File: config.mk
export PLATFORM = sky130hd
export DESIGN_NAME = mrc_reset_ctrl
export DESIGN_NICKNAME = d
export VERILOG_FILES = /design/src/mrc_pkg.sv /design/src/mrc_debounce.sv /design/src/mrc_reset_ctrl.sv /design/src/mrc_sync.sv
export SDC_FILE = /design/constraint.sdc
export NUM_CORES = 1
export LEC_CHECK = 0
export BUFFER_PORTS_ARGS = -buffer_cell sky130_fd_sc_hd__buf_2
export CAP_MARGIN = 20
export CORE_MARGIN = 10
export CORE_UTILIZATION = 41
export DETAILED_ROUTE_END_ITERATION = 10
export SYNTH_ARGS = -nofsm -noshare
export SYNTH_HDL_FRONTEND = slang
export SYNTH_SLANG_ARGS = --single-unit
File: constraint.sdc
create_clock -name CLK -period 6.32 [get_ports CLK]
set_input_delay 1.264 -clock CLK [delete_from_list [all_inputs] [get_ports CLK]]
set_output_delay 1.264 -clock CLK [all_outputs]
set_load 0.05 [all_outputs]
File: src/mrc_pkg.sv
// Constants, types and register layout shared by the reset controller files.
// Assumes a single 20 MHz system clock; all times are turned into cycle counts here.
package mrc_pkg;

  // ****************************************************************
  // Clock and timing
  // ****************************************************************
  localparam int CLK_HZ = 20_000_000;
  localparam real EXT_DELAY_MS = 16.7;
  localparam real LONG_DELAY_MS = 50.0;
  localparam int EXT_DELAY_CYC = int'(EXT_DELAY_MS * CLK_HZ / 1000.0);
  localparam int LONG_DELAY_CYC = int'(LONG_DELAY_MS * CLK_HZ / 1000.0);
  localparam int BO_QUAL_CYC = 20;
  localparam int CNT_W = 20;
  localparam logic [1:0] DEB_TICKS = 2'h3;

  // ****************************************************************
  // Codes
  // ****************************************************************
  localparam logic [7:0] ROLE_PORT = 8'h55;
  localparam logic [7:0] ROLE_CLEAR = 8'haa;
  localparam logic [7:0] ROLE_RST = 8'h55;
  localparam logic [4:0] WCTL_DIS = 5'h15;
  localparam logic [4:0] WCTL_EN = 5'h0a;

  // ****************************************************************
  // Register map (byte addresses) and fields
  // ****************************************************************
  localparam logic [4:0] OFS_ROLE = 5'h00;
  localparam logic [4:0] OFS_RFLAGS = 5'h04;
  localparam logic [4:0] OFS_STATUS = 5'h08;
  localparam logic [4:0] OFS_IRQ_ST = 5'h0c;
  localparam logic [4:0] OFS_IRQ_MSK = 5'h10;
  localparam int RF_KEEP_BIT = 7;
  localparam int RF_CFG_BIT = 3;
  localparam int RF_BO_BIT = 2;
  localparam int RF_WCTL_BIT = 0;
  localparam int ST_EXPIRY_BIT = 0;
  localparam int ST_PD_BIT = 1;
  localparam int IRQ_W = 5;
  localparam logic [IRQ_W-1:0] IRQ_MSK_RST = 5'h00;

  typedef enum logic [1:0] {MRC_RUN, MRC_HOLD, MRC_DELAY} mrc_state_e;

  typedef struct packed {
    logic idle_keep;
    logic cfg_fault;
    logic brownout;
    logic wctl_fault;
  } mrc_rflags_s;

  localparam mrc_rflags_s RFLAGS_RST = '{idle_keep: 1'b0, cfg_fault: 1'b0,
                                         brownout: 1'b0, wctl_fault: 1'b0};

  typedef struct packed {
    logic wdog_tout;
    logic wctl;
    logic cfg;
    logic bo;
    logic ext;
  } mrc_events_s;

endpackage

File: src/mrc_debounce.sv
// Counts slow-oscillator ticks while a reset request stands.
// Assumes tick is a one-cycle pulse per slow period; fire holds while req stays high.
`timescale 1ns/1ps
module mrc_debounce (
  input wire logic clk,
  input wire logic rst_n,
  input wire logic req,
  input wire logic tick,
  output logic fire
);

  logic [1:0] cnt_ff;

  // Three ticks give two to three slow periods, whatever the phase of the request.
  always_ff @(posedge clk or negedge rst_n) begin
    if (!rst_n) begin
      cnt_ff <= 2'h0;
    end else if (!req) begin
      cnt_ff <= 2'h0;
    end else if (tick && cnt_ff != mrc_pkg::DEB_TICKS) begin
      cnt_ff <= cnt_ff + 2'h1;
    end
  end

  assign fire = req && (cnt_ff == mrc_pkg::DEB_TICKS);

endmodule

File: src/mrc_reset_ctrl.sv
// Reset controller: merges pin, role-code, brownout and watchdog resets.
// Assumes an Avalon-MM master on CLK and watchdog/mode signals from CLK logic.
//
// Overview of operation
// - Clear pin low in clear role holds the device in reset; release restarts at zero.
// - After the clear pin rises, wait the short start-up delay before running.
// - Role code 55 selects port, AA clear pin; others reset after debounce.
// - Every reset restores the role code except a watchdog warm reset.
// - Role-code fault flag is set by hardware, only cleared by software or power-on.
// - Brownout acts in run modes after qualification, resetting after slow-clock debounce.
// - Brownout reset is disabled whenever sleep or idle mode is active.
// - Brownout flag set by brownout reset; writes can only clear it.
// - Watchdog code fault flag set by code fault; only software or power-on clears it.
// - Bit 7 of reset flags keeps system clock running in idle.
// - Reset flags bits 6 to 4 and bit 1 read as zero.
// - Brownout reset applies the long start-up delay.
// - Watchdog time-out in run mode acts like brownout and sets expiry flag.
// - Watchdog time-out in sleep or idle clears only PC and stack, sets expiry and power-down.
// - Power-on clears expiry and power-down; brownout keeps; watchdog sets as listed.
// - Full reset disables interrupts, restarts watchdog, stops timers, inputs ports.
// - Watchdog codes 15 and 0A are valid; others reset after debounce.
`timescale 1ns/1ps
module mrc_reset_ctrl #(
  parameter int EXT_DELAY_CYC = mrc_pkg::EXT_DELAY_CYC,
  parameter int LONG_DELAY_CYC = mrc_pkg::LONG_DELAY_CYC
) (
  input wire logic CLK,
  input wire logic RST_N,
  input wire logic [4:0] AVS_ADDRESS,
  input wire logic AVS_READ,
  input wire logic AVS_WRITE,
  input wire logic [31:0] AVS_WRITEDATA,
  input wire logic [3:0] AVS_BYTEENABLE,
  output logic [31:0] AVS_READDATA,
  output logic AVS_WAITREQUEST,
  input wire logic EXT_CLEAR_PIN_N,
  input wire logic LOW_SUPPLY,
  input wire logic SLOW_OSC,
  input wire logic [4:0] WDOG_CTRL_CODE,
  input wire logic WDOG_TIMEOUT,
  input wire logic SLEEP_MODE,
  input wire logic IDLE_MODE,
  output logic SYS_RESET,
  output logic PC_SP_CLEAR,
  output logic PIN_IS_CLEAR,
  output logic IDLE_SYSCLK_KEEP,
  output logic WDOG_EXPIRY_FLAG,
  output logic POWERDOWN_FLAG,
  output logic IRQ
);

  // ****************************************************************
  // Helpers
  // ****************************************************************
  function automatic logic reg_hit(input logic [4:0] addr, input logic [4:0] ofs);
    reg_hit = (addr[4:2] == ofs[4:2]);
  endfunction

  function automatic logic [7:0] rflags_byte(input mrc_pkg::mrc_rflags_s s);
    logic [7:0] b;
    b = 8'h00;
    b[mrc_pkg::RF_KEEP_BIT] = s.idle_keep;
    b[mrc_pkg::RF_CFG_BIT] = s.cfg_fault;
    b[mrc_pkg::RF_BO_BIT] = s.brownout;
    b[mrc_pkg::RF_WCTL_BIT] = s.wctl_fault;
    rflags_byte = b;
  endfunction

  // ****************************************************************
  // Pin inputs and slow tick
  // ****************************************************************
  logic ext_n_q;
  logic low_q;
  logic slow_q;
  logic slow_prev_ff;
  logic slow_tick;

  mrc_sync #(.W(3), .RST_VAL(3'h4)) u_sync (
    .clk(CLK),
    .rst_n(RST_N),
    .d({EXT_CLEAR_PIN_N, LOW_SUPPLY, SLOW_OSC}),
    .q({ext_n_q, low_q, slow_q})
  );

  always_ff @(posedge CLK or negedge RST_N) begin
    if (!RST_N) begin
      slow_prev_ff <= 1'b0;
    end else begin
      slow_prev_ff <= slow_q;
    end
  end

  assign slow_tick = slow_q && !slow_prev_ff;

  // ****************************************************************
  // Reset requests
  // ****************************************************************
  logic [7:0] role_ff;
  logic ext_active;
  logic role_bad;
  logic wctl_bad;
  logic low_power_mode;
  logic bo_req;
  logic [7:0] bo_cnt_ff;
  logic cfg_fire;
  logic bo_fire;
  logic wctl_fire;
  logic any_req;
  logic [2:0] deb_req;
  logic [2:0] deb_fire;

  assign low_power_mode = SLEEP_MODE || IDLE_MODE;
  assign ext_active = (role_ff == mrc_pkg::ROLE_CLEAR) && !ext_n_q;
  assign role_bad = (role_ff != mrc_pkg::ROLE_PORT) && (role_ff != mrc_pkg::ROLE_CLEAR);
  assign wctl_bad = (WDOG_CTRL_CODE != mrc_pkg::WCTL_DIS) &&
                    (WDOG_CTRL_CODE != mrc_pkg::WCTL_EN);

  // The low level must outlast the qualification time; a shorter dip is ignored.
  always_ff @(posedge CLK or negedge RST_N) begin
    if (!RST_N) begin
      bo_cnt_ff <= 8'h00;
    end else if (!low_q || low_power_mode) begin
      bo_cnt_ff <= 8'h00;
    end else if (bo_cnt_ff != 8'(mrc_pkg::BO_QUAL_CYC)) begin
      bo_cnt_ff <= bo_cnt_ff + 8'h01;
    end
  end

  assign bo_req = (bo_cnt_ff == 8'(mrc_pkg::BO_QUAL_CYC)) && !low_power_mode;
  assign deb_req = {wctl_bad, bo_req, role_bad};

  genvar gi;
  generate
    for (gi = 0; gi < 3; gi++) begin : g_deb
      mrc_debounce u_deb (
        .clk(CLK),
        .rst_n(RST_N),
        .req(deb_req[gi]),
        .tick(slow_tick),
        .fire(deb_fire[gi])
      );
    end
  endgenerate

  assign cfg_fire = deb_fire[0];
  assign bo_fire = deb_fire[1];
  assign wctl_fire = deb_fire[2];
  assign any_req = ext_active || cfg_fire || bo_fire || wctl_fire;

  // ****************************************************************
  // Sequencer
  // ****************************************************************
  mrc_pkg::mrc_state_e state_ff;
  mrc_pkg::mrc_state_e nxt_state;
  logic [mrc_pkg::CNT_W-1:0] cnt_ff;
  logic [mrc_pkg::CNT_W-1:0] nxt_cnt;
  logic long_ff;
  logic nxt_long;
  logic wd_normal;
  logic wd_warm;
  logic full_start;
  logic delay_end;
  logic role_restore;

  assign wd_normal = WDOG_TIMEOUT && !low_power_mode && (state_ff == mrc_pkg::MRC_RUN);
  assign wd_warm = WDOG_TIMEOUT && low_power_mode && (state_ff == mrc_pkg::MRC_RUN);
  assign full_start = (state_ff == mrc_pkg::MRC_RUN) && (any_req || wd_normal);
  assign delay_end = (state_ff == mrc_pkg::MRC_DELAY) && !any_req && (cnt_ff == '0);
  // Restoring the role while the clear pin holds would cancel that very request.
  assign role_restore = delay_end || (full_start && !ext_active);

  always_comb begin
    nxt_state = state_ff;
    nxt_cnt = cnt_ff;
    nxt_long = long_ff;
    if (cfg_fire || bo_fire || wctl_fire) begin
      nxt_long = 1'b1;
    end else if (ext_active) begin
      nxt_long = 1'b0;
    end
    case (state_ff)
      mrc_pkg::MRC_RUN: begin
        if (any_req) begin
          nxt_state = mrc_pkg::MRC_HOLD;
        end else if (wd_normal) begin
          nxt_state = mrc_pkg::MRC_DELAY;
          nxt_long = 1'b1;
          nxt_cnt = mrc_pkg::CNT_W'(LONG_DELAY_CYC - 1);
        end
      end
      mrc_pkg::MRC_HOLD: begin
        if (!any_req) begin
          nxt_state = mrc_pkg::MRC_DELAY;
          nxt_cnt = long_ff ? mrc_pkg::CNT_W'(LONG_DELAY_CYC - 1)
                            : mrc_pkg::CNT_W'(EXT_DELAY_CYC - 1);
        end
      end
      mrc_pkg::MRC_DELAY: begin
        if (any_req) begin
          nxt_state = mrc_pkg::MRC_HOLD;
        end else if (cnt_ff == '0) begin
          nxt_state = mrc_pkg::MRC_RUN;
        end else begin
          nxt_cnt = cnt_ff - 1'b1;
        end
      end
      default: begin
        nxt_state = mrc_pkg::MRC_HOLD;
      end
    endcase
  end

  always_ff @(posedge CLK or negedge RST_N) begin
    if (!RST_N) begin
      state_ff <= mrc_pkg::MRC_HOLD;
      cnt_ff <= '0;
      long_ff <= 1'b1;
    end else begin
      state_ff <= nxt_state;
      cnt_ff <= nxt_cnt;
      long_ff <= nxt_long;
    end
  end

  // The rest of the chip clears interrupts, watchdog, timers and ports on this level.
  assign SYS_RESET = (state_ff != mrc_pkg::MRC_RUN);

  always_ff @(posedge CLK or negedge RST_N) begin
    if (!RST_N) begin
      PC_SP_CLEAR <= 1'b0;
    end else begin
      PC_SP_CLEAR <= wd_warm;
    end
  end

  // ****************************************************************
  // Register bus
  // ****************************************************************
  logic ack_ff;
  logic wr_go;
  logic wr_lane;
  logic [7:0] wd;
  mrc_pkg::mrc_rflags_s rflags_ff;
  logic [1:0] status_ff;
  logic [mrc_pkg::IRQ_W-1:0] irq_st_ff;
  logic [mrc_pkg::IRQ_W-1:0] irq_msk_ff;
  logic [3:0] req_prev_ff;
  mrc_pkg::mrc_events_s ev;
  logic [7:0] rmux;

  // One wait state: the answer is always ready on the second cycle of a request.
  assign AVS_WAITREQUEST = (AVS_READ || AVS_WRITE) && !ack_ff;
  assign wr_go = AVS_WRITE && ack_ff;
  assign wr_lane = wr_go && AVS_BYTEENABLE[0];
  assign wd = AVS_WRITEDATA[7:0];

  always_ff @(posedge CLK or negedge RST_N) begin
    if (!RST_N) begin
      ack_ff <= 1'b0;
    end else begin
      ack_ff <= (AVS_READ || AVS_WRITE) && !ack_ff;
    end
  end

  always_comb begin
    rmux = 8'h00;
    if (reg_hit(AVS_ADDRESS, mrc_pkg::OFS_ROLE)) begin
      rmux = role_ff;
    end else if (reg_hit(AVS_ADDRESS, mrc_pkg::OFS_RFLAGS)) begin
      rmux = rflags_byte(rflags_ff);
    end else if (reg_hit(AVS_ADDRESS, mrc_pkg::OFS_STATUS)) begin
      rmux = {6'h00, status_ff};
    end else if (reg_hit(AVS_ADDRESS, mrc_pkg::OFS_IRQ_ST)) begin
      rmux = {3'h0, irq_st_ff};
    end else if (reg_hit(AVS_ADDRESS, mrc_pkg::OFS_IRQ_MSK)) begin
      rmux = {3'h0, irq_msk_ff};
    end
  end

  always_ff @(posedge CLK or negedge RST_N) begin
    if (!RST_N) begin
      AVS_READDATA <= 32'h0000_0000;
    end else if (AVS_READ && !ack_ff) begin
      AVS_READDATA <= {24'h00_0000, rmux};
    end
  end

  always_ff @(posedge CLK or negedge RST_N) begin
    if (!RST_N) begin
      role_ff <= mrc_pkg::ROLE_RST;
    end else if (role_restore) begin
      role_ff <= mrc_pkg::ROLE_RST;
    end else if (wr_lane && reg_hit(AVS_ADDRESS, mrc_pkg::OFS_ROLE)) begin
      role_ff <= wd;
    end
  end

  // Fault flags: hardware set wins over a software clear in the same cycle.
  always_ff @(posedge CLK or negedge RST_N) begin
    if (!RST_N) begin
      rflags_ff <= mrc_pkg::RFLAGS_RST;
    end else begin
      if (full_start) begin
        rflags_ff.idle_keep <= 1'b0;
      end else if (wr_lane && reg_hit(AVS_ADDRESS, mrc_pkg::OFS_RFLAGS)) begin
        rflags_ff.idle_keep <= wd[mrc_pkg::RF_KEEP_BIT];
      end
      if (cfg_fire) begin
        rflags_ff.cfg_fault <= 1'b1;
      end else if (wr_lane && reg_hit(AVS_ADDRESS, mrc_pkg::OFS_RFLAGS)) begin
        rflags_ff.cfg_fault <= rflags_ff.cfg_fault && wd[mrc_pkg::RF_CFG_BIT];
      end
      if (bo_fire) begin
        rflags_ff.brownout <= 1'b1;
      end else if (wr_lane && reg_hit(AVS_ADDRESS, mrc_pkg::OFS_RFLAGS)) begin
        rflags_ff.brownout <= rflags_ff.brownout && wd[mrc_pkg::RF_BO_BIT];
      end
      if (wctl_fire) begin
        rflags_ff.wctl_fault <= 1'b1;
      end else if (wr_lane && reg_hit(AVS_ADDRESS, mrc_pkg::OFS_RFLAGS)) begin
        rflags_ff.wctl_fault <= rflags_ff.wctl_fault && wd[mrc_pkg::RF_WCTL_BIT];
      end
    end
  end

  // Expiry and power-down flags; only power-on clears them besides a software write of one.
  always_ff @(posedge CLK or negedge RST_N) begin
    if (!RST_N) begin
      status_ff <= 2'h0;
    end else begin
      if (wd_normal || wd_warm) begin
        status_ff[mrc_pkg::ST_EXPIRY_BIT] <= 1'b1;
      end else if (wr_lane && reg_hit(AVS_ADDRESS, mrc_pkg::OFS_STATUS) &&
                   wd[mrc_pkg::ST_EXPIRY_BIT]) begin
        status_ff[mrc_pkg::ST_EXPIRY_BIT] <= 1'b0;
      end
      if (wd_warm) begin
        status_ff[mrc_pkg::ST_PD_BIT] <= 1'b1;
      end else if (wr_lane && reg_hit(AVS_ADDRESS, mrc_pkg::OFS_STATUS) &&
                   wd[mrc_pkg::ST_PD_BIT]) begin
        status_ff[mrc_pkg::ST_PD_BIT] <= 1'b0;
      end
    end
  end

  // ****************************************************************
  // Interrupts
  // ****************************************************************
  always_ff @(posedge CLK or negedge RST_N) begin
    if (!RST_N) begin
      req_prev_ff <= 4'h0;
    end else begin
      req_prev_ff <= {wctl_fire, cfg_fire, bo_fire, ext_active};
    end
  end

  assign ev = '{wdog_tout: wd_normal || wd_warm,
                wctl: wctl_fire && !req_prev_ff[3],
                cfg: cfg_fire && !req_prev_ff[2],
                bo: bo_fire && !req_prev_ff[1],
                ext: ext_active && !req_prev_ff[0]};

  always_ff @(posedge CLK or negedge RST_N) begin
    if (!RST_N) begin
      irq_st_ff <= '0;
    end else if (wr_lane && reg_hit(AVS_ADDRESS, mrc_pkg::OFS_IRQ_ST)) begin
      irq_st_ff <= (irq_st_ff & ~wd[mrc_pkg::IRQ_W-1:0]) | ev;
    end else begin
      irq_st_ff <= irq_st_ff | ev;
    end
  end

  always_ff @(posedge CLK or negedge RST_N) begin
    if (!RST_N) begin
      irq_msk_ff <= mrc_pkg::IRQ_MSK_RST;
    end else if (wr_lane && reg_hit(AVS_ADDRESS, mrc_pkg::OFS_IRQ_MSK)) begin
      irq_msk_ff <= wd[mrc_pkg::IRQ_W-1:0];
    end
  end

  assign IRQ = |(irq_st_ff & irq_msk_ff);
  assign PIN_IS_CLEAR = (role_ff == mrc_pkg::ROLE_CLEAR);
  assign IDLE_SYSCLK_KEEP = rflags_ff.idle_keep;
  assign WDOG_EXPIRY_FLAG = status_ff[mrc_pkg::ST_EXPIRY_BIT];
  assign POWERDOWN_FLAG = status_ff[mrc_pkg::ST_PD_BIT];
endmodule

File: src/mrc_sync.sv
// Two-stage synchroniser for pin-level inputs.
// Assumes the inputs are slow levels; a pulse shorter than one clock may be missed.
`timescale 1ns/1ps
module mrc_sync #(
  parameter int W = 1,
  parameter logic [W-1:0] RST_VAL = '0
) (
  input wire logic clk,
  input wire logic rst_n,
  input wire logic [W-1:0] d,
  output logic [W-1:0] q
);

  logic [W-1:0] meta_ff;

  always_ff @(posedge clk or negedge rst_n) begin
    if (!rst_n) begin
      meta_ff <= RST_VAL;
      q <= RST_VAL;
    end else begin
      meta_ff <= d;
      q <= meta_ff;
    end
  end

endmodule
==> flow_metrics.py, run 1 <==
metrics = {
    "global_routing": {
        "grt_pass1_wl_um": 18100,
        "grt_pass1_vias": 3630,
        "grt_max_degree": 83,
        "track_usage": 0.1391,
        "overflow": 0,
        "antenna_found_initial": 0,
    },
    "final_layout": {
        "layout.cells.non_filler": 663,
        "design_area_um2": 5032,
        "final_cell_mix": "dfrtp_1, nand2_1, buf_2, nor2_1, o21ai_0",
        "drive_above_1_share": 0.1663,
        "area_growth_pct": 11.20,
        "nFillCells": 1058,
        "antenna_cells": 0,
        "fin_nets": 584,
    },
    "clocking": {
        "cts.sinks": 82,
        "postCtsSetupBuffers": 0,
        "cts_tree": "yes",
        "h-tree-depth": 3,
        "cts_root_buffer": "clkbuf_8",
        "numCtsBuffers": 9,
        "clk-insertion-delay-late_ps": 380,
        "cts.clk_slew.worst_paths_ps": 80,
        "clockBufferDepth": 2,
        "cts_resized": 0,
        "cts_hold_buf": 0,
    },
    "yosys": {
        "synth.distinct_cells": 75,
        "synth_warnings": 0,
        "syn_avg_cell_area_um2": 9.428,
        "synth_area_leaders": "dfrtp_1, nand2_1, dfstp_2",
        "synth_edf_count": 0,
        "synth-seq-area-share": 0.4556,
        "yosysTopAreaCell": "dfrtp_1",
        "ys_seq_elements": 82,
        "synth-main-ff-cell": "dfrtp_1",
        "async_flop_share": 1.000,
        "synth_cells": 480,
        "synth_area_um2": 4526,
        "synth.top_cell.area_share": 0.4092,
    },
    "sta": {
        "worst_slew_pin_slew_ps": 832.0,
        "fin_crit_sh": 0.5243,
        "slew_headroom": 0.4453,
        "setup_viol": 0,
        "clock_skew_ps": 14.69,
        "finalCriticalPeriod_ps": 3314,
        "finalHoldViolCount": 0,
        "rsz0062_at_grt": "no",
        "maxSlewViolCount": 0,
        "finalSetupTns_ps": 0,
        "fin_ws_ps": 3006,
        "max_freq_mhz": 301.8,
    },
    "worst_setup_path": {
        "slowest_stage": "a21oi_1",
        "crit_chain": "buf_2, or3b_2, a21oi_1, nand4_1, nor4b_1, a211o_1",
        "cp_data_arrival_time_ps": 3620,
        "critPathKind": "input port to flip-flop",
        "slowest_delay_ps": 700,
        "critPathRequiredTime_ps": 6630,
        "startpoint_type": "input port",
        "cp-end-kind": "flip-flop",
        "crit_fanout": 9,
    },
    "power_and_ir_drop": {
        "ir_drop_mv": 0.2581,
        "powerDensity_nw_per_um2": 399.4,
        "power_mw": 2.010,
        "p_leak_nw": 2.288,
    },
    "detailed_routing": {
        "dr.pass1.iters": 5,
        "vias": 3636,
        "wire_per_inst_um": 16.56,
        "drtIter0Drc": 293,
        "postRouteAntennaNets": 0,
        "vias_per_cell": 5.484,
        "finalWirelength_um": 10980,
        "route.detailed.drc": 0,
    },
    "floorplanning": {
        "die_x_um": 125.1,
        "num_rows": 38,
        "core_um2": 10840,
        "die-area_um2": 15640,
        "pin_count": 96,
        "floorplan.initialDensity": 0.4175,
        "die_h_um": 125.1,
    },
    "placed_design": {
        "place_area_um2": 4755,
        "gp_congestion": 0.8747,
        "placedCellCount": 646,
        "pre_cts_ws_ps": 2647,
        "dp_hpwl_um": 7945,
        "port_buffers": 42,
    },
    "run_status": {
        "status": "finished clean",
    },
    "min_path": {
        "timing.hold.worst.class": "flip-flop to flip-flop",
    },
    "run": {
        "drv_cap": 0,
    },
}
-- where the power goes --
group | internal, mW | total [mW] | switching [mW]
Combinational | 0.267 | 0.790 | 0.522
Sequential | 0.645 | 0.741 | 0.0959
Clock | 0.275 | 0.480 | 0.205
-- layer usage --
layer / part of all wire / routed length [µm] / global-route usage / vias to the layer above
li1: - / - / - / 1753
met1: 0.48 / 5236 / 0.1805 / 1768
met2: 0.46 / 4996 / 0.2129 / 105
met3: 0.051 / 561 / 0.03760 / 10
met4: 0.017 / 185 / 0.06098 / 0
met5: 0 / 0 / 0 / -
-- cells by family after synthesis --
family | count (synthesis) | share of synthesized area
other | 1 | 0.0008286
AND/OR/NAND/NOR | 198 | 0.2195
adder cells (fa/ha/maj) | 10 | 0.02765
buffers and inverters | 57 | 0.06912
XOR/XNOR | 9 | 0.01742
AO/OA/AOI/OAI | 106 | 0.1673
multiplexers | 17 | 0.04258
flip-flops | 82 | 0.4556
-- through the flow --
stage / hold WS [ps] / utilization
2_1_floorplan: 331.2 / -
3_3_place_gp: 336.6 / 0.4386
3_5_place_dp: 336.3 / 0.4386
4_1_cts: 356.5 / 0.4617
5_1_grt: 362.7 / 0.4642
6_report: 355.3 / 0.4642
-- worst paths after layout --
path	startpoint	end	slack, ps	depth (start not counted)
max in group asynchronous	RST_N	state_ff[0]	4970	2
min	u_sync.meta_ff[1]	u_sync.q[1]	360	0
max reg2reg	cnt_ff[0]	cnt_ff[7]	3180	8
min reg2reg	u_sync.meta_ff[1]	u_sync.q[1]	360	0
min in group asynchronous	RST_N	slow_prev_ff	730	1
max	IDLE_MODE	cnt_ff[13]	3010	6
-- registers in the layout (all words and copies together), names as in the netlist --
| name | cells |
|---|---|
| state_ff | 2 |
| irq_msk_ff | 5 |
| status_ff | 2 |
| role_ff | 8 |
| IDLE_SYSCLK_KEEP | 1 |
| ack_ff | 1 |
| long_ff | 1 |
| slow_prev_ff | 1 |
| u_sync.meta_ff | 3 |
| PC_SP_CLEAR | 1 |
| g_deb.u_deb.cnt_ff | 6 |
| cnt_ff | 20 |
| u_sync.q | 3 |
| req_prev_ff | 4 |
| rflags_ff | 3 |
| irq_st_ff | 5 |
| AVS_READDATA | 8 |
| bo_cnt_ff | 8 |
-- final cells by class --
cell class	instances	area, µm²	share of cell area
clock buffers	10	137.6	0.02735
clock inverters	6	112.6	0.02238
inverters	18	67.56	0.01343
multi-input cells	364	2237	0.4446
flip-flops and latches	82	2062	0.4097
well taps	140	175.2	0.03481
repair buffers	43	240.2	0.04774
-- critical path, delay by kind of cell --
| family | cells | cell delay [ps] |
|---|---|---|
| buffers and inverters | 1 | 110 |
| AO/OA/AOI/OAI | 2 | 840 |
| AND/OR/NAND/NOR | 3 | 1410 |
-- cells in the mapped netlist, types with 2 or more instances --
cell       number
o41ai_1         6
and2_1          4
o31ai_1         2
buf_4          24
xor2_1          5
a21oi_1        24
a31oi_1         8
nand3_1        19
nor3b_1         2
and3_1          4
o21ai_0        25
nor2b_1         2
nor4bb_1        5
nand3b_1        2
nor4b_1         2
or3_1          10
clkbuf_1       11
mux2i_1         8
nor2_1         32
o2111ai_1       2
dfrtp_1        74
nand2b_1        4
a22oi_1         2
o211ai_1        4
buf_1           2
a211o_1         4
a21oi_2         2
a32o_1          2
a221o_1         2
xnor2_1         4
dfstp_2         8
or4_1           3
ha_1           10
mux2_2          7
nand2_1        74
o22a_1          4
inv_1          18
nor3_1         18
o21ai_1         3
nor4_1          3
(Power assumes the default switching activity.)
==> inputs of run 2 (changes only) <==
==> constraint.sdc (replaced) <==
create_clock -name CLK -period 3.3 [get_ports CLK]
set_input_delay 0.66 -clock CLK [delete_from_list [all_inputs] [get_ports CLK]]
set_output_delay 0.66 -clock CLK [all_outputs]
set_load 0.05 [all_outputs]
==> run 2 against run 1 <==
- routed wire length rose by 0.43%
- final area down 0.17%
- combinational power grew 97%
- clock skew fell by 2.2 ps
- register-to-register slack lost 3000 ps
- worst setup slack lost 2800 ps
- sequential share of layout area grew 0.071 points
==> flow_metrics.py, run 2 (same netlist as run 1, synthesis figures left out) <==
metrics = {
    "worst_setup_path": {
        "cp_data_arrival_time_ps": 3360,
        "crit_chain": "inv_1, ha_1, or3b_1, or4_1, o311a_4, and2_4, o21ai_4, o22ai_1",
        "critPathRequiredTime_ps": 3540,
        "startpoint_type": "flip-flop",
        "cp.buffers_inverters": 1,
        "crit_fanout": 11,
        "critPathKind": "flip-flop to flip-flop",
        "crit_family": "simple AND/OR/NAND/NOR gates",
        "cp-end-kind": "flip-flop",
        "slowest_delay_ps": 690,
        "slowest_stage": "or4_1",
    },
    "placed_design": {
        "dp_hpwl_um": 8036,
        "place_area_um2": 4785,
        "port_buffers": 42,
        "gp_congestion": 0.8686,
    },
    "sta": {
        "finalHoldViolCount": 0,
        "maxSlewViolCount": 0,
        "clock_skew_ps": 12.45,
        "setup_viol": 0,
        "finalSetupTns_ps": 0,
        "fin_crit_sh": 0.9440,
        "rsz0062_at_grt": "no",
        "max_freq_mhz": 321.0,
        "finalCriticalPeriod_ps": 3115,
        "slew_headroom": 0.5175,
        "worst_slew_pin_slew_ps": 717.1,
    },
    "clocking": {
        "cts.sinks": 82,
        "cts_root_buffer": "clkbuf_8",
        "cts_hold_buf": 0,
        "cts_tree": "yes",
        "clk-insertion-delay-late_ps": 380,
        "clockBufferDepth": 2,
        "postCtsSetupBuffers": 0,
        "h-tree-depth": 3,
        "cts_resized": 0,
        "numCtsBuffers": 9,
        "cts.clk_slew.worst_paths_ps": 80,
    },
    "min_path": {
        "timing.hold.worst.class": "input port to async pin",
    },
    "final_layout": {
        "fin_nets": 588,
        "design_area_um2": 5024,
        "top_register": "cnt_ff",
        "area_growth_pct": 11.00,
        "final_cell_mix": "dfrtp_1, nand2_1, buf_2, nor2_1, o21ai_0",
        "nFillCells": 1039,
        "drive_above_1_share": 0.1727,
        "antenna_cells": 0,
        "largest_register_ffs": 20,
    },
    "detailed_routing": {
        "vias_per_cell": 5.405,
        "drtIter0Drc": 249,
        "postRouteAntennaNets": 0,
        "vias": 3605,
        "dr.pass1.iters": 4,
        "finalWirelength_um": 11030,
        "wire_per_inst_um": 16.53,
        "route.detailed.drc": 0,
    },
    "global_routing": {
        "overflow": 0,
        "track_usage": 0.1433,
        "grt_pass1_vias": 3682,
        "grt_pass1_wl_um": 18660,
        "antenna_found_initial": 0,
        "grt_max_degree": 83,
    },
    "floorplanning": {
        "die_x_um": 125.1,
        "pin_count": 96,
        "num_rows": 38,
        "die-area_um2": 15640,
        "core_um2": 10840,
        "floorplan.initialDensity": 0.4175,
        "die_h_um": 125.1,
    },
    "power_and_ir_drop": {
        "ir_drop_mv": 0.5439,
        "powerDensity_nw_per_um2": 750.1,
        "p_leak_nw": 2.287,
    },
    "run_status": {
        "status": "finished clean",
    },
    "run": {
        "drv_cap": 0,
    },
}
run 2: worst paths after layout:
| kind | depth (start not counted) | endpoint | slack, ps | start |
|---|---|---|---|---|
| min | 1 | cnt_ff[15] | 140 | RST_N |
| min in group CLK | 0 | u_sync.q[0] | 350 | u_sync.meta_ff[0] |
| max in group asynchronous | 2 | state_ff[0] | 2510 | RST_N |
| max reg2reg | 8 | cnt_ff[7] | 180 | cnt_ff[0] |
| min reg2reg | 0 | u_sync.q[0] | 350 | u_sync.meta_ff[0] |
| max | 8 | cnt_ff[7] | 180 | cnt_ff[0] |
run 2: layout make-up:
cell class | count | area, µm² | share of cell area
Clock buffer | 11 | 151.4 | 0.03014
Clock inverter | 5 | 60.06 | 0.01196
Inverter | 18 | 67.56 | 0.01345
Multi-Input combinational cell | 364 | 2237 | 0.4453
Sequential cell | 82 | 2062 | 0.4105
Tap cell | 140 | 175.2 | 0.03487
Timing Repair Buffer | 47 | 270.3 | 0.05380
run 2: report_power, final:
part | total, mW | leakage [nW] | switching, mW | internal [mW]
Clock | 0.789 | 0.106 | 0.394 | 0.395
Combinational | 1.56 | 1.16 | 1.02 | 0.545
Sequential | 1.41 | 1.02 | 0.180 | 1.23
Total | 3.77 | 2.29 | 1.59 | 2.17
run 2: layer usage:
metal / routed length (µm) / global-route usage
met1: 5032 / 0.1830
met4: 189 / 0.05352
met2: 5226 / 0.2268
met5: 0 / 0
met3: 580 / 0.03929
run 2: metrics by stage:
step                power [mW]  cells  hold slack, ps    util  setup slack, ps
floorplan                2.593    503           331.2       -            533.4
global placement         2.949    650           337.5  0.4414            233.6
detailed placement       2.995    650           337.1  0.4414            213.9
CTS                      3.785    666           356.2  0.4609            197.8
global route             4.042    667           137.5  0.4634            37.09
finish                   3.768    667           143.3  0.4634            184.7
